### src/pkg/spic_pkg.sv
package spic_pkg;

    // Bus and pin geometry
    localparam int ADDR_W = 5;
    localparam int DATA_W = 32;
    localparam int IN_PINS = 7;
    localparam int OUT_PINS = 3;
    localparam int FUNCS = 8;
    localparam int SEL_W = 3;
    localparam int CODE_W = 8;
    localparam int IRQ_W = 4;
    localparam int ASSIGN_W = 24;
    localparam int CFG_W = 5;

    // Register byte addresses
    localparam logic [4:0] OFS_IN_ASSIGN = 5'h00;
    localparam logic [4:0] OFS_OUT_ASSIGN = 5'h04;
    localparam logic [4:0] OFS_CONFIG = 5'h08;
    localparam logic [4:0] OFS_STATUS = 5'h0C;
    localparam logic [4:0] OFS_IRQ_STATUS = 5'h10;
    localparam logic [4:0] OFS_IRQ_MASK = 5'h14;

    // Input function slots, three select bits each in the input assignment word
    localparam int FN_AUTO = 0;
    localparam int FN_PSEL1 = 1;
    localparam int FN_PSEL2 = 2;
    localparam int FN_PSEL3 = 3;
    localparam int FN_FSTOP = 4;
    localparam int FN_DOG = 5;
    localparam int FN_FWD = 6;
    localparam int FN_REV = 7;
    localparam logic [2:0] PIN_NONE = 3'h7;
    // Level seen by a function with no pin: limits and forced stop read on
    localparam logic [7:0] UNASSIGNED_LEVEL = 8'hD0;

    // Output function codes
    localparam logic [7:0] CODE_NONE = 8'h00;
    localparam logic [7:0] CODE_TROUBLE = 8'h03;
    localparam logic [7:0] CODE_TRAVEL = 8'h18;

    // Config field positions
    localparam int CFG_DOG_POL = 0;
    localparam int CFG_HOME_LSB = 1;
    localparam int CFG_MANUAL_KIND = 4;

    // Interrupt bit positions
    localparam int IRQ_ALARM = 0;
    localparam int IRQ_FSTOP = 1;
    localparam int IRQ_LIMIT = 2;
    localparam int IRQ_TRAVEL = 3;

    // Reset values
    localparam logic [23:0] RST_IN_ASSIGN = 24'hFAC688;
    localparam logic [23:0] RST_OUT_ASSIGN = 24'h001803;
    localparam logic [4:0] RST_CONFIG = 5'h00;
    localparam logic [3:0] RST_IRQ_MASK = 4'h0;

    typedef enum logic [3:0] {
        ST_IDLE = 4'h1,
        ST_RUN = 4'h2,
        ST_LOCK = 4'h4,
        ST_FSTOP = 4'h8
    } spic_state_t;

    typedef enum logic [2:0] {
        HOME_DOG = 3'h0,
        HOME_COUNT = 3'h1,
        HOME_DATA_SET = 3'h2,
        HOME_STOPPER = 3'h3,
        HOME_SERVO_ON_POS = 3'h4,
        HOME_DOG_REAR = 3'h5,
        HOME_COUNT_FRONT = 3'h6,
        HOME_DOG_CRADLE = 3'h7
    } spic_home_t;

    typedef enum logic {
        MAN_JOG = 1'b0,
        MAN_PULSE_GEN = 1'b1
    } spic_manual_t;

endpackage : spic_pkg

### src/pkg/spic_map_if.sv
`timescale 1ns/1ns
interface spic_map_if;
    logic [spic_pkg::IN_PINS-1:0] pins;
    logic [spic_pkg::ASSIGN_W-1:0] assign_tbl;
    logic [spic_pkg::FUNCS-1:0] funcs;

    modport mapper (input pins, input assign_tbl, output funcs);
    modport core (output pins, output assign_tbl, input funcs);
endinterface : spic_map_if

### src/design/spic_top.sv
// Behaviour
// RULE1: auto select on gives auto, else manual
// RULE2: three select bits choose the program
// RULE3: home return needs auto and instruction
// RULE4: eight home return methods selectable
// RULE5: trouble output on while no alarm
// RULE6: unmapped stroke-end inputs read as on
// RULE7: travel completion only on code 24
// RULE8: input and output functions are reassignable
// RULE9: forced stop open cuts drive, brakes
// RULE10: forced stop closing leaves stop state
// RULE11: controller holds forced stop closed first
// RULE12: dog detected when off, polarity inverts
// RULE13: both limits on to start, sudden stop
// RULE14: each limit off blocks its direction
`timescale 1ns/1ns
module spic_top (
    // Clock and reset
    input wire logic core_clk_i,
    input wire logic rst_n_i,
    // Register port
    input wire logic [spic_pkg::ADDR_W-1:0] reg_addr_i,
    input wire logic [spic_pkg::DATA_W-1:0] reg_wdata_i,
    input wire logic reg_wr_i,
    input wire logic reg_rd_i,
    output logic [spic_pkg::DATA_W-1:0] reg_rdata_o,
    // External input and output pins
    input wire logic [spic_pkg::IN_PINS-1:0] in_pins_i,
    output logic [spic_pkg::OUT_PINS-1:0] out_pins_o,
    // Drive side status and requests
    input wire logic alarm_i,
    input wire logic motion_done_i,
    input wire logic start_i,
    input wire logic home_instr_i,
    // Mode and program
    output logic auto_mode_o,
    output logic jog_mode_o,
    output logic pulse_gen_mode_o,
    output logic [2:0] program_no_o,
    output logic home_active_o,
    output logic [2:0] home_method_o,
    // Power stage and motion control
    output logic power_stage_on_o,
    output logic dyn_brake_o,
    output logic servo_lock_o,
    output logic fwd_enable_o,
    output logic rev_enable_o,
    // Status
    output logic trouble_out_o,
    output logic dog_detected_o,
    output logic irq_o
);

    spic_map_if map ();

    logic [spic_pkg::ASSIGN_W-1:0] in_assign;
    logic [spic_pkg::ASSIGN_W-1:0] out_assign;
    logic [spic_pkg::CFG_W-1:0] config_reg;
    logic [spic_pkg::IRQ_W-1:0] irq_status;
    logic [spic_pkg::IRQ_W-1:0] irq_mask;
    logic [spic_pkg::IRQ_W-1:0] next_irq_status;
    logic [spic_pkg::IRQ_W-1:0] next_irq_mask;
    logic [spic_pkg::IRQ_W-1:0] events;
    spic_pkg::spic_state_t state;
    spic_pkg::spic_state_t next_state;
    logic alarm_q;
    logic done_q;
    logic f_auto;
    logic f_fstop;
    logic f_dog;
    logic f_fwd;
    logic f_rev;
    logic [2:0] psel;
    logic dog_pol;
    logic limits_ok;
    logic irq_rd_clr;

    // Pin to function routing lives in the mapper
    assign map.pins = in_pins_i;
    assign map.assign_tbl = in_assign;

    spic_pin_map u_map (
        .map(map)
    );

    // Function levels as seen after routing
    assign f_auto = map.funcs[spic_pkg::FN_AUTO];
    assign f_fstop = map.funcs[spic_pkg::FN_FSTOP];
    assign f_dog = map.funcs[spic_pkg::FN_DOG];
    assign f_fwd = map.funcs[spic_pkg::FN_FWD];
    assign f_rev = map.funcs[spic_pkg::FN_REV];
    assign psel = {map.funcs[spic_pkg::FN_PSEL3], map.funcs[spic_pkg::FN_PSEL2],
                   map.funcs[spic_pkg::FN_PSEL1]};
    assign dog_pol = config_reg[spic_pkg::CFG_DOG_POL];
    assign limits_ok = f_fwd & f_rev;
    assign irq_rd_clr = reg_rd_i && (reg_addr_i == spic_pkg::OFS_IRQ_STATUS);

    // Decode an output pin's function code to its level
    function automatic logic spic_out_level(input logic [7:0] code,
                                            input logic done,
                                            input logic alarm);
        if (code == spic_pkg::CODE_TRAVEL)
        begin
            return done;
        end
        if (code == spic_pkg::CODE_TROUBLE)
        begin
            return ~alarm;
        end
        return 1'b0;
    endfunction : spic_out_level

    // Configuration writes; one-cycle strobes, no wait states
    always_ff @(posedge core_clk_i)
    begin
        if (!rst_n_i)
        begin
            in_assign <= spic_pkg::RST_IN_ASSIGN;
            out_assign <= spic_pkg::RST_OUT_ASSIGN;
            config_reg <= spic_pkg::RST_CONFIG;
            irq_mask <= spic_pkg::RST_IRQ_MASK;
        end
        else if (reg_wr_i)
        begin
            // RULE8: assignment tables written
            case (reg_addr_i)
                spic_pkg::OFS_IN_ASSIGN: in_assign <= reg_wdata_i[spic_pkg::ASSIGN_W-1:0];
                spic_pkg::OFS_OUT_ASSIGN: out_assign <= reg_wdata_i[spic_pkg::ASSIGN_W-1:0];
                spic_pkg::OFS_CONFIG: config_reg <= reg_wdata_i[spic_pkg::CFG_W-1:0];
                spic_pkg::OFS_IRQ_MASK: irq_mask <= reg_wdata_i[spic_pkg::IRQ_W-1:0];
                default: ;
            endcase
        end
    end

    // Read data only in the cycle after the strobe, zero otherwise
    always_ff @(posedge core_clk_i)
    begin
        if (!rst_n_i)
        begin
            reg_rdata_o <= '0;
        end
        else
        begin
            reg_rdata_o <= '0;
            if (reg_rd_i)
            begin
                case (reg_addr_i)
                    spic_pkg::OFS_IN_ASSIGN: reg_rdata_o <= {8'h00, in_assign};
                    spic_pkg::OFS_OUT_ASSIGN: reg_rdata_o <= {8'h00, out_assign};
                    spic_pkg::OFS_CONFIG: reg_rdata_o <= {27'h0000000, config_reg};
                    spic_pkg::OFS_STATUS: reg_rdata_o <= {19'h00000, alarm_i, f_auto, f_rev,
                                                          f_fwd, dog_detected_o, f_fstop,
                                                          psel, state};
                    spic_pkg::OFS_IRQ_STATUS: reg_rdata_o <= {28'h0000000, irq_status};
                    spic_pkg::OFS_IRQ_MASK: reg_rdata_o <= {28'h0000000, irq_mask};
                    default: reg_rdata_o <= '0;
                endcase
            end
        end
    end

    // Run state; forced stop has priority over everything else
    always_comb
    begin
        next_state = state;
        unique case (state)
            spic_pkg::ST_IDLE:
            begin
                // RULE9: open contact forces stop
                if (!f_fstop)
                    next_state = spic_pkg::ST_FSTOP;
                // RULE13: start needs both limits
                else if (start_i && limits_ok && !alarm_i)
                    next_state = spic_pkg::ST_RUN;
            end
            spic_pkg::ST_RUN:
            begin
                if (!f_fstop)
                    next_state = spic_pkg::ST_FSTOP;
                // RULE13: limit off, sudden stop
                else if (!limits_ok)
                    next_state = spic_pkg::ST_LOCK;
                else if (alarm_i)
                    next_state = spic_pkg::ST_IDLE;
            end
            spic_pkg::ST_LOCK:
            begin
                // Held servo-locked until forced stop, or a fresh start with both limits on and no alarm
                if (!f_fstop)
                    next_state = spic_pkg::ST_FSTOP;
                else if (start_i && limits_ok && !alarm_i)
                    next_state = spic_pkg::ST_RUN;
            end
            spic_pkg::ST_FSTOP:
            begin
                // RULE10: closing contact releases stop
                if (f_fstop)
                    next_state = spic_pkg::ST_IDLE;
            end
            default: next_state = spic_pkg::ST_FSTOP;
        endcase
    end

    // State register; reset lands in the safe stop state until inputs are seen
    always_ff @(posedge core_clk_i)
    begin
        if (!rst_n_i)
            state <= spic_pkg::ST_FSTOP;
        else
            state <= next_state;
    end

    // Power stage outputs follow the next state so they line up with state
    always_ff @(posedge core_clk_i)
    begin
        if (!rst_n_i)
        begin
            power_stage_on_o <= 1'b0;
            dyn_brake_o <= 1'b1;
            servo_lock_o <= 1'b0;
            fwd_enable_o <= 1'b0;
            rev_enable_o <= 1'b0;
        end
        else
        begin
            // RULE9: drive off, brake on
            power_stage_on_o <= (next_state != spic_pkg::ST_FSTOP);
            dyn_brake_o <= (next_state == spic_pkg::ST_FSTOP);
            servo_lock_o <= (next_state == spic_pkg::ST_LOCK);
            // RULE14: per-direction motion block
            fwd_enable_o <= (next_state == spic_pkg::ST_RUN) & f_fwd;
            rev_enable_o <= (next_state == spic_pkg::ST_RUN) & f_rev;
        end
    end

    // Mode, program and home return selection
    always_ff @(posedge core_clk_i)
    begin
        if (!rst_n_i)
        begin
            auto_mode_o <= 1'b0;
            jog_mode_o <= 1'b0;
            pulse_gen_mode_o <= 1'b0;
            program_no_o <= 3'h0;
            home_active_o <= 1'b0;
            home_method_o <= 3'h0;
        end
        else
        begin
            // RULE1: auto or manual mode
            auto_mode_o <= f_auto;
            jog_mode_o <= !f_auto && (config_reg[spic_pkg::CFG_MANUAL_KIND] ==
                                      spic_pkg::MAN_JOG);
            pulse_gen_mode_o <= !f_auto && (config_reg[spic_pkg::CFG_MANUAL_KIND] ==
                                            spic_pkg::MAN_PULSE_GEN);
            // RULE2: program number select
            program_no_o <= psel;
            // RULE3: home return in auto only
            home_active_o <= f_auto && home_instr_i && (next_state == spic_pkg::ST_RUN);
            // RULE4: method from config
            home_method_o <= config_reg[spic_pkg::CFG_HOME_LSB +: 3];
        end
    end

    // Trouble, dog and mapped output pins
    always_ff @(posedge core_clk_i)
    begin
        if (!rst_n_i)
        begin
            trouble_out_o <= 1'b0;
            dog_detected_o <= 1'b0;
            out_pins_o <= '0;
        end
        else
        begin
            // RULE5: on while alarm-free
            trouble_out_o <= ~alarm_i;
            // RULE12: off means detected
            dog_detected_o <= f_dog ~^ dog_pol;
            // RULE7: travel completion by code
            for (int i = 0; i < spic_pkg::OUT_PINS; i++)
                out_pins_o[i] <= spic_out_level(out_assign[8*i +: 8], motion_done_i, alarm_i);
        end
    end

    // Event edges for the interrupt status
    assign events[spic_pkg::IRQ_ALARM] = alarm_i & ~alarm_q;
    assign events[spic_pkg::IRQ_FSTOP] = (next_state == spic_pkg::ST_FSTOP) &&
                                         (state != spic_pkg::ST_FSTOP);
    assign events[spic_pkg::IRQ_LIMIT] = (next_state == spic_pkg::ST_LOCK) &&
                                         (state == spic_pkg::ST_RUN);
    assign events[spic_pkg::IRQ_TRAVEL] = motion_done_i & ~done_q;
    // A new event wins over the read that clears
    assign next_irq_status = (irq_rd_clr ? '0 : irq_status) | events;
    // Mask as it stands after this edge, so a mask write moves irq_o in step
    assign next_irq_mask = (reg_wr_i && (reg_addr_i == spic_pkg::OFS_IRQ_MASK)) ?
                           reg_wdata_i[spic_pkg::IRQ_W-1:0] : irq_mask;

    // Sticky status, read-clear, masked level interrupt
    always_ff @(posedge core_clk_i)
    begin
        if (!rst_n_i)
        begin
            alarm_q <= 1'b0;
            done_q <= 1'b0;
            irq_status <= '0;
            irq_o <= 1'b0;
        end
        else
        begin
            alarm_q <= alarm_i;
            done_q <= motion_done_i;
            irq_status <= next_irq_status;
            irq_o <= |(next_irq_status & next_irq_mask);
        end
    end

    a_auto_mode_sel: assert property (@(posedge core_clk_i) disable iff (!rst_n_i) // RULE1
        f_auto |=> auto_mode_o && !jog_mode_o && !pulse_gen_mode_o)
        else $error("auto select did not give auto mode");

    a_program_no_follows: assert property (@(posedge core_clk_i) disable iff (!rst_n_i) // RULE2
        ##1 program_no_o == $past(psel))
        else $error("program number does not follow select bits");

    a_home_method_cfg: assert property (@(posedge core_clk_i) disable iff (!rst_n_i) // RULE4
        ##1 home_method_o == $past(config_reg[spic_pkg::CFG_HOME_LSB +: 3]))
        else $error("home method differs from config");

    a_trouble_on_alarm: assert property (@(posedge core_clk_i) disable iff (!rst_n_i) // RULE5
        alarm_i |=> !trouble_out_o ##0 (trouble_out_o == !$past(alarm_i)))
        else $error("trouble output wrong for alarm");

    a_unmapped_limit_on: assert property (@(posedge core_clk_i) disable iff (!rst_n_i) // RULE6
        (in_assign[3*spic_pkg::FN_FWD +: 3] == spic_pkg::PIN_NONE) |-> f_fwd)
        else $error("unmapped forward limit not on");

    a_unmapped_rev_on: assert property (@(posedge core_clk_i) disable iff (!rst_n_i) // RULE6
        (in_assign[3*spic_pkg::FN_REV +: 3] == spic_pkg::PIN_NONE) |-> f_rev)
        else $error("unmapped reverse limit not on");

    a_fstop_entry: assert property (@(posedge core_clk_i) disable iff (!rst_n_i) // RULE9
        !f_fstop |=> (state == spic_pkg::ST_FSTOP) && dyn_brake_o && !power_stage_on_o)
        else $error("forced stop not entered with brake");

    a_fstop_release: assert property (@(posedge core_clk_i) disable iff (!rst_n_i) // RULE10
        (state == spic_pkg::ST_FSTOP) && f_fstop |=> state == spic_pkg::ST_IDLE)
        else $error("forced stop not left on close");

    a_dog_polarity: assert property (@(posedge core_clk_i) disable iff (!rst_n_i) // RULE12
        !dog_pol && !f_dog |=> dog_detected_o)
        else $error("dog not detected with input off");

    a_limit_sudden_stop: assert property (@(posedge core_clk_i) disable iff (!rst_n_i) // RULE13
        (state == spic_pkg::ST_RUN) && f_fstop && !limits_ok |=>
        (state == spic_pkg::ST_LOCK) && servo_lock_o && !fwd_enable_o && !rev_enable_o)
        else $error("limit off did not servo-lock");

    a_start_needs_limits: assert property (@(posedge core_clk_i) disable iff (!rst_n_i) // RULE13
        $rose(state == spic_pkg::ST_RUN) |-> $past(limits_ok) && $past(start_i))
        else $error("run started without both limits");

    a_fwd_block: assert property (@(posedge core_clk_i) disable iff (!rst_n_i) // RULE14
        !f_fwd |=> !fwd_enable_o)
        else $error("forward motion not blocked");

    a_rev_block: assert property (@(posedge core_clk_i) disable iff (!rst_n_i) // RULE14
        !f_rev |=> !rev_enable_o)
        else $error("reverse motion not blocked");

    a_irq_level: assert property (@(posedge core_clk_i) disable iff (!rst_n_i)
        irq_o == |(irq_status & irq_mask))
        else $error("interrupt level disagrees with status");

    // Travel completion appears on a pin only when its code selects it
    genvar gp;
    generate
        for (gp = 0; gp < spic_pkg::OUT_PINS; gp++)
        begin : g_chk
            a_travel_pin_code: assert property (@(posedge core_clk_i) disable iff (!rst_n_i) // RULE7
                (out_assign[8*gp +: 8] == spic_pkg::CODE_TRAVEL) |=>
                out_pins_o[gp] == $past(motion_done_i))
                else $error("travel completion pin wrong");
        end
    endgenerate

endmodule : spic_top

### src/design/spic_pin_map.sv
`timescale 1ns/1ns
module spic_pin_map (
    // Pin levels and assignment table in, function levels out
    spic_map_if.mapper map
);

    // Route one pin to a function, or a fixed level when the slot has no pin
    function automatic logic spic_pick(input logic [spic_pkg::IN_PINS-1:0] pins,
                                       input logic [2:0] sel,
                                       input logic dflt);
        if (sel == spic_pkg::PIN_NONE)
        begin
            return dflt;
        end
        return pins[sel];
    endfunction : spic_pick

    // One selector per input function
    // RULE6: unmapped slot fixed level
    genvar g;
    generate
        for (g = 0; g < spic_pkg::FUNCS; g++)
        begin : g_fn
            assign map.funcs[g] = spic_pick(map.pins, map.assign_tbl[3*g +: 3],
                                            spic_pkg::UNASSIGNED_LEVEL[g]);
        end
    endgenerate

endmodule : spic_pin_map

### config.mk
export PLATFORM = sky130hd
export DESIGN_NAME = spic_top
export DESIGN_NICKNAME = d
export VERILOG_FILES = /design/src/pkg/spic_pkg.sv /design/src/pkg/spic_map_if.sv /design/src/design/spic_top.sv /design/src/design/spic_pin_map.sv
export SDC_FILE = /design/constraint.sdc
export NUM_CORES = 1
export LEC_CHECK = 0
export BUFFER_PORTS_ARGS = -buffer_cell sky130_fd_sc_hd__buf_2
export CAP_MARGIN = 15
export CORE_MARGIN = 4
export CORE_UTILIZATION = 50
export CTS_BUF_LIST = sky130_fd_sc_hd__clkbuf_4
export CTS_CLUSTER_DIAMETER = 100
export DETAILED_ROUTE_END_ITERATION = 7
export PLACE_DENSITY_LB_ADDON = 0.2
export SLEW_MARGIN = 5
export SYNTH_ARGS = -nofsm -noshare
export SYNTH_HDL_FRONTEND = slang
export SYNTH_SLANG_ARGS = --single-unit
### constraint.sdc
create_clock -name core_clk_i -period 2 [get_ports core_clk_i]
set_input_delay 0.3 -clock core_clk_i [delete_from_list [all_inputs] [get_ports core_clk_i]]
set_output_delay 0.3 -clock core_clk_i [all_outputs]
set_load 0.01 [all_outputs]
==> flow_metrics.py, run 1 <==
metrics = {
    "cts": {
        "htreeDepth": 3,
        "path_clk_slew_ns": 0.17,
        "hold_buffers": 0,
        "cts_tree": "built",
        "clock_latency_ns": 0.47,
        "cts_buffers": 9,
        "cts_buffer_depth": 2,
        "cts-root-buf": "clkbuf_4",
        "clock-sinks": 112,
    },
    "global_routing": {
        "grt_overflow_total": 0,
        "met3_usage_pct": 4.01,
        "grt_pass1_wl_microns": 20400,
        "busiest_layer": "met2",
        "met1_usage_pct": 32.2,
        "grt_max_degree": 38,
        "antenna_found_initial": 0,
        "grt_use_met2_pct": 34.2,
        "grt_pass1_vias": 4056,
        "gr-usage-all-layers_pct": 22.4,
    },
    "synthesis": {
        "synth-seq-area-share_pct": 46.3,
        "async_reset_ff_share_pct": 0,
        "synth_edf_count": 0,
        "synth-seq-cells": 112,
        "synth_compound_area_share_pct": 17.6,
        "synthAdderAreaFrac_pct": 0,
        "synthCells": 552,
        "yosys.area_share.simple_pct": 23.1,
        "synthMuxAreaShare_pct": 7.98,
        "synth_warnings": 0,
        "synth_xor_area_share_pct": 0.362,
        "synth_cell_types": 52,
        "avgSynthCellArea_sq_um": 8.78,
        "synth_top_family_by_area": "simple AND/OR/NAND/NOR gates",
        "synth_area_sq_um": 4840,
        "ys.flop_type": "dfxtp_1",
    },
    "critical_path": {
        "cpMaxStageDelayCell": "mux4_2",
        "critPathTopFamily": "multiplexers",
        "required_ns": 2.37,
        "arrival_ns": 2.32,
        "crit_type": "flip-flop to flip-flop",
        "path_max_fanout": 6,
        "crit_chain": "mux2_2 -> mux4_2 -> o211ai_2 -> and4b_1 -> and3b_1",
        "startpoint_type": "flip-flop",
        "worst-path-buf-inv": 0,
        "worstSetupEndpointType": "flip-flop",
        "cpPeakStageDelay_ns": 0.56,
    },
    "floorplan": {
        "die_area_sq_um": 11300,
        "num_io_pins": 105,
        "die_h_microns": 106,
        "initial_core_util_pct": 51.9,
        "rows": 35,
        "die_w_microns": 106,
        "fp.coreArea_sq_um": 9330,
    },
    "drt": {
        "first_pass_iters": 5,
        "drc": 0,
        "wl_per_cell_microns": 16.2,
        "drt_iter0_drc": 432,
        "drt-total-wl_microns": 12700,
        "vias_per_cell": 5.49,
        "vias": 4296,
        "ant_nets": 0,
    },
    "final_layout": {
        "regArea_sq_um": 2250,
        "area_growth_syn_to_layout_pct": 18.3,
        "antenna_cells": 0,
        "design_area_sq_um": 5730,
        "final_nets": 701,
        "drive_above_1_share_pct": 25.7,
        "multi_input_area_sq_um": 2420,
        "reg_top3": "in_assign (24), out_assign (24), reg_rdata_o (24)",
        "nFillCells": 832,
    },
    "sta": {
        "fin_crit_ns": 1.95,
        "hold_viol": 0,
        "clock_skew_ns": 0.0284,
        "fmax_mhz": 514,
        "setup_violations": 0,
        "maxSlewViolCount": 0,
        "layout_worst_path_cycle_share_pct": 97.3,
    },
    "placed_design": {
        "portBuffers": 88,
        "dpl.hpwl_microns": 9550,
        "dpl-instance-area_sq_um": 5560,
        "globalplace.congestion": 0.918,
    },
    "power_and_ir_drop": {
        "ir_drop_mv": 0.349,
        "power_mw": 3.91,
        "power_density_nw_per_um2": 683,
        "p_leak_nw": 2.35,
    },
    "run": {
        "cap_violations": 0,
    },
    "outcome": {
        "status": "finished clean",
    },
    "min_path": {
        "hp-class": "input port to flip-flop",
    },
}
[synthesized netlist by cell type, drive strengths merged, types with 4 or more instances]
cell | n | share of area, %
a21boi | 38 | 5.9
a21oi | 20 | 2.1
a22oi | 25 | 3.9
and2 | 13 | 1.7
and3 | 4 | 0.52
buf | 15 | 2.0
clkbuf | 29 | 2.2
dfxtp | 112 | 46
inv | 5 | 0.39
mux2 | 7 | 1.6
mux2i | 15 | 3.1
mux4 | 7 | 3.3
nand2 | 115 | 8.9
nand3 | 22 | 2.3
nand3b | 5 | 0.77
nand4 | 4 | 0.52
nor2 | 44 | 3.4
nor2b | 15 | 1.9
nor4 | 5 | 0.77
o211ai | 7 | 1.2
o21ai | 8 | 0.83
o22a | 4 | 0.72
o41ai | 4 | 0.72
[area by class of cell]
type	instances	share of cell area [%]
sequential	112	39.3
timing repair buffer	123	12.5
clock buffer	9	1.18
tap	129	2.82
inverter	5	0.327
multi-input combinational	398	42.3
clock inverter	7	1.64
[metal layers]
layer  part of all wire, %  up-vias  routed length [microns]
li1                      -     2096                        -
met1                    45     1990                     5740
met2                    44      187                     5660
met3                   8.5       23                     1080
met4                   1.9        0                      238
met5                     0        -                        0
[what timing repair did]
action / 4_1_cts / 5_1_grt
buffers inserted: 0 / 0
resized for setup: 2 / 5
endpoints found under the setup margin: 2 / 5
[per-stage QoR]
stage,utilization (%),instances,worst slack (ns),hold WS [ns],TNS (ns)
global placement,59.6,767,-0.0947,0.464,-0.0947
finish,61.5,783,0.0536,0.0402,0
global route,61.5,783,-0.00377,0.0389,-0.00377
CTS,61.4,783,0.0443,0.0373,0
floorplan,-,559,-0.0430,0.372,-0.0430
detailed placement,59.6,767,-0.149,0.477,-0.168
[kinds of logic after synthesis]
group / Yosys count
mux: 29
xor+xnor: 2
compound gates: 119
simple gates: 240
flops: 112
other cells: 1
buf+inv: 49
[path summary, 6_finish.rpt]
check | cells after the start | slack, ns | start | endpoint
setup / recovery | 5 | 0.05 | in_assign[14] | home_active_o
hold / removal | 3 | 0.04 | reg_wdata_i[21] | in_assign[21]
setup reg to reg | 5 | 0.05 | in_assign[14] | home_active_o
hold reg to reg | 2 | 0.50 | out_assign[21] | out_assign[21]
[power breakdown]
| group | switching, mW | internal, mW |
|---|---|---|
| Clock | 0.737 | 0.511 |
| Combinational | 0.201 | 0.167 |
| Sequential | 0.0271 | 2.27 |
| Total | 0.965 | 2.95 |
[cells in the final DEF, fill, tap and decap left out, types with 2 or more instances in the layout]
cell	n
o21ai_0	8
a22oi_1	25
a31oi_1	2
o22a_1	4
bufinv_16	2
a21oi_1	18
mux4_2	7
inv_6	2
nand4_1	4
mux2_2	7
buf_4	34
nor2_1	44
mux2i_1	15
dfxtp_1	107
clkinv_1	2
nor4_1	4
nand2b_1	3
nand3_1	22
conb_1	8
o41ai_1	4
a21oi_2	2
buf_2	88
and3_1	4
nand2_1	115
o211ai_1	6
clkbuf_4	9
and2_1	11
dfxtp_2	4
inv_1	5
nor2b_1	15
a21boi_0	38
and4b_1	3
nand3b_1	5
[worst register-to-register path, stage by stage, from the launching register on]
cell      delay, ns
dfxtp_2        0.42
mux2_2         0.36
mux4_2         0.56
o211ai_2       0.13
and4b_1        0.23
and3b_1        0.16
Note: power is estimated with default switching activity, not from simulation.
==> run 2: changes to the inputs <==
--- a/config.mk
+++ b/config.mk
@@ -8,7 +8,7 @@
 export BUFFER_PORTS_ARGS = -buffer_cell sky130_fd_sc_hd__buf_2
 export CAP_MARGIN = 15
 export CORE_MARGIN = 4
-export CORE_UTILIZATION = 50
+export CORE_UTILIZATION = 30
 export CTS_BUF_LIST = sky130_fd_sc_hd__clkbuf_4
 export CTS_CLUSTER_DIAMETER = 100
 export DETAILED_ROUTE_END_ITERATION = 7
==> flow_metrics.py, run 2 (same netlist as run 1, synthesis figures left out) <==
metrics = {
    "outcome": {
        "status": "finished clean",
    },
    "drt": {
        "wl_per_cell_microns": 16.9,
        "first_pass_iters": 5,
        "vias": 4306,
        "drt_iter0_drc": 261,
        "vias_per_cell": 4.93,
        "ant_nets": 0,
        "drc": 0,
        "drt-total-wl_microns": 14700,
    },
    "critical_path": {
        "worstSetupEndpointType": "flip-flop",
        "crit_type": "flip-flop to flip-flop",
        "startpoint_type": "flip-flop",
        "reg2reg_slack_ns": 0.05,
        "required_ns": 2.41,
        "path_max_fanout": 6,
        "r2r_cells": 5,
        "arrival_ns": 2.36,
    },
    "cts": {
        "clock_latency_ns": 0.49,
        "cts-root-buf": "clkbuf_4",
        "cts_buffers": 9,
        "hold_buffers": 0,
        "htreeDepth": 3,
        "cts_buffer_depth": 2,
        "cts_tree": "built",
        "clock-sinks": 112,
        "path_clk_slew_ns": 0.17,
    },
    "sta": {
        "hold_viol": 0,
        "fin_tns_setup_ns": 0,
        "fmax_mhz": 512,
        "maxSlewViolCount": 0,
        "holdWs_ns": 0.0243,
        "clock_skew_ns": 0.0185,
        "setup_ws_ns": 0.0460,
        "setup_violations": 0,
        "rsz0062_at_grt": "false",
        "fin_crit_ns": 1.95,
        "layout_worst_path_cycle_share_pct": 97.7,
    },
    "global_routing": {
        "grt_max_degree": 82,
        "gr-usage-all-layers_pct": 16.1,
        "grt_pass1_wl_microns": 22800,
        "antenna_found_initial": 1,
        "grt_pass1_vias": 4231,
        "grt_overflow_total": 0,
    },
    "floorplan": {
        "initial_core_util_pct": 30.6,
        "die_w_microns": 135,
        "num_io_pins": 105,
        "fp.coreArea_sq_um": 15800,
        "die_h_microns": 135,
        "die_area_sq_um": 18200,
        "rows": 46,
    },
    "placed_design": {
        "dp.cells": 856,
        "pre_cts_ws_ns": -0.128,
        "globalplace.congestion": 0.878,
        "portBuffers": 88,
        "dpl.hpwl_microns": 11100,
        "dpl-instance-area_sq_um": 5720,
    },
    "final_layout": {
        "final_nets": 703,
        "multi_input_area_sq_um": 2420,
        "fin_cells": 873,
        "drive_above_1_share_pct": 25.9,
        "area_growth_syn_to_layout_pct": 20.8,
        "regArea_sq_um": 2250,
        "fin_util_pct": 37.0,
        "nFillCells": 1635,
        "reg_top3": "in_assign (24), out_assign (24), reg_rdata_o (24)",
        "final_common_cell": "nand2_1",
        "design_area_sq_um": 5850,
        "final_cell_mix": "nand2_1, dfxtp_1, buf_2",
    },
    "power_and_ir_drop": {
        "combPwrFrac_pct": 10.6,
        "power.internal_mw": 2.72,
        "power_mw": 3.71,
        "swShare_pct": 26.7,
        "ir_drop_mv": 0.252,
        "pwr-share-clk_pct": 27.6,
        "p_leak_nw": 2.35,
        "power_density_nw_per_um2": 635,
        "p_switching_mw": 0.993,
        "pwr-share-seq_pct": 61.8,
    },
    "run": {
        "cap_violations": 0,
    },
    "min_path": {
        "hp-class": "input port to flip-flop",
        "hold_depth": 3,
    },
}
run 2: changes by cell type in the layout (fill, tap and decap cells not counted), sizes merged:
cell / delta
buf: +2
diode: +1
inv: -1
clkbuf: +1
bufinv: -2
clkinvlp: +2
run 2: worst paths after layout:
| check | start | end |
|---|---|---|
| worst max-delay path | in_assign[14] | home_active_o |
| worst min register to register | out_assign[18] | out_assign[18] |
| worst max register to register | in_assign[14] | home_active_o |
| worst min-delay path | reg_wdata_i[22] | in_assign[22] |
run 2: critical path, cell delays in order, from the launching register on:
cell and delay (ns):
dfxtp_2 0.42, mux2_2 0.34, mux4_2 0.59, o211ai_2 0.14, and4b_1 0.23, and3b_1 0.16
run 2: power groups by stage:
| stage | logic, mW | clock network, mW | registers (mW) |
|---|---|---|---|
| after global placement | 0.385 | 0 | 2.34 |
| final | 0.393 | 1.02 | 2.30 |
| after detailed placement | 0.391 | 0 | 2.34 |
| after global routing | 0.425 | 1.14 | 2.30 |
| after floorplan | 0.201 | 0 | 2.34 |
| after CTS | 0.393 | 1.06 | 2.30 |
run 2: final cells by class:
class | count | area share, %
Clock buffer | 10 | 1.28
Timing Repair Buffer | 125 | 13.1
Tap cell | 216 | 4.62
Inverter | 5 | 0.321
Multi-Input combinational cell | 398 | 41.4
Antenna cell | 1 | 0.0428
Sequential cell | 112 | 38.4
Clock inverter | 6 | 0.770
run 2: what timing repair did:
| action | in CTS | in global routing |
|---|---|---|
| gates resized for setup | 1 | 4 |
| setup endpoints to repair | 1 | 5 |
| setup buffers | 0 | 0 |
run 2: metal layers:
metal  GRT usage, %  vias to the layer above  wire [microns]
met2           25.6                      130            6780
li1               -                     2105               -
met1           21.6                     2045            6780
met4           5.10                        0             285
met3           3.87                       26             874
met5              0                        -               0
==> run 3: changes to the inputs <==
--- a/config.mk
+++ b/config.mk
@@ -12,7 +12,7 @@
 export CTS_BUF_LIST = sky130_fd_sc_hd__clkbuf_4
 export CTS_CLUSTER_DIAMETER = 100
 export DETAILED_ROUTE_END_ITERATION = 7
-export PLACE_DENSITY_LB_ADDON = 0.2
+export PLACE_DENSITY_LB_ADDON = 0.12
 export SLEW_MARGIN = 5
 export SYNTH_ARGS = -nofsm -noshare
 export SYNTH_HDL_FRONTEND = slang
==> flow_metrics.py, run 3 (same netlist as run 1, synthesis figures left out) <==
metrics = {
    "outcome": {
        "status": "finished clean",
    },
    "final_layout": {
        "final_nets": 729,
        "nFillCells": 1653,
        "reg_top3": "in_assign (24), out_assign (24), reg_rdata_o (24)",
        "final_common_cell": "nand2_1",
        "drive_above_1_share_pct": 26.3,
        "area_growth_syn_to_layout_pct": 26.7,
        "fin_util_pct": 38.8,
        "final_cell_mix": "nand2_1, dfxtp_1, buf_2",
    },
    "cts": {
        "cts_buffers": 9,
        "cts_buffer_depth": 2,
        "cts-root-buf": "clkbuf_4",
        "path_clk_slew_ns": 0.16,
        "clock_latency_ns": 0.49,
        "htreeDepth": 3,
        "clock-sinks": 112,
        "cts_tree": "built",
    },
    "floorplan": {
        "fp.coreArea_sq_um": 15800,
        "die_h_microns": 135,
        "die_w_microns": 135,
        "initial_core_util_pct": 30.6,
        "rows": 46,
        "num_io_pins": 105,
        "die_area_sq_um": 18200,
    },
    "power_and_ir_drop": {
        "power_mw": 3.86,
        "ir_drop_mv": 0.281,
        "power_density_nw_per_um2": 629,
        "p_leak_nw": 2.50,
    },
    "drt": {
        "wl_per_cell_microns": 16.9,
        "vias_per_cell": 4.93,
        "vias": 4426,
        "first_pass_iters": 5,
        "drt-total-wl_microns": 15200,
        "ant_nets": 0,
        "drc": 0,
        "drt_iter0_drc": 422,
    },
    "placed_design": {
        "portBuffers": 88,
        "dpl.hpwl_microns": 11300,
        "globalplace.congestion": 0.841,
    },
    "critical_path": {
        "startpoint_type": "flip-flop",
        "path_max_fanout": 6,
        "worst-path-buf-inv": 0,
        "cpPeakStageDelay_ns": 0.57,
        "crit_chain": "mux2_4 -> mux4_2 -> o211ai_2 -> and4b_1 -> and3b_1",
        "reg2reg_slack_ns": 0.09,
        "cpMaxStageDelayCell": "mux4_2",
        "worstSetupEndpointType": "flip-flop",
        "crit_type": "flip-flop to flip-flop",
        "required_ns": 2.39,
        "critPathTopFamily": "multiplexers",
        "arrival_ns": 2.30,
    },
    "global_routing": {
        "gr-usage-all-layers_pct": 16.9,
        "grt_pass1_wl_microns": 23800,
        "grt_max_degree": 82,
        "antenna_found_initial": 0,
        "grt_overflow_total": 0,
        "grt_pass1_vias": 4208,
    },
    "sta": {
        "fin_crit_ns": 1.91,
        "setup_violations": 0,
        "maxSlewViolCount": 0,
        "fin_tns_setup_ns": 0,
        "layout_worst_path_cycle_share_pct": 95.7,
        "hold_viol": 0,
        "fmax_mhz": 523,
        "clock_skew_ns": 0.0199,
        "holdWs_ns": 0.0507,
    },
    "min_path": {
        "hp-class": "input port to flip-flop",
    },
    "run": {
        "cap_violations": 0,
    },
}
## run 3: per-stage QoR
| stage | instance area (sq um) | setup slack (ns) | cells |
|---|---|---|---|
| 6_report | 6140 | 0.0864 | 898 |
| 5_1_grt | 6140 | -0.00125 | 897 |
| 4_1_cts | 6090 | 0.0279 | 895 |
| 3_5_place_dp | 5790 | -0.153 | 864 |
| 3_3_place_gp | 5790 | -0.125 | 864 |
| 2_1_floorplan | 4890 | -0.0430 | 559 |
## run 3: repair_timing
item | CTS | global route
buffers inserted | 0 | 2
endpoints found under the hold margin | 22 | 0
endpoints found under the setup margin | 1 | 7
pin swaps | 0 | 3
cloned | 0 | 0
hold buffers | 16 | 0
resized for setup | 1 | 11
## run 3: routing by layer
metal / track usage (%) / share of wire [%] / vias up
met2: 26.1 / 45 / 148
met1: 23.5 / 47 / 2101
met4: 4.87 / 1.3 / 0
met3: 4.25 / 6.7 / 22
met5: 0 / 0 / -
li1: - / - / 2155
## run 3: path summary, 6_finish.rpt
kind / end / cells past startpoint / startpoint
setup / recovery: home_active_o / 5 / in_assign[14]
hold / removal: home_active_o / 2 / home_instr_i
setup reg to reg: home_active_o / 5 / in_assign[14]
hold reg to reg: jog_mode_o / 1 / config_reg[4]
## run 3: where the power goes
part           total [mW]  internal, mW  leakage [nW]  switching [mW]
logic               0.436         0.210          1.52           0.225
registers            2.29          2.27         0.909          0.0257
clock network        1.13         0.389        0.0701           0.741
total                3.86          2.87          2.50           0.992
## run 3: area by class of cell
class	count	area (sq um)	share of cell area, %
multi-input combinational	398	2440	39.8
sequential	112	2250	36.7
timing repair buffer	151	1020	16.6
tap	216	270	4.40
clock buffer	10	75.1	1.22
clock inverter	5	58.8	0.958
inverter	5	18.8	0.306
antenna	1	2.50	0.0408
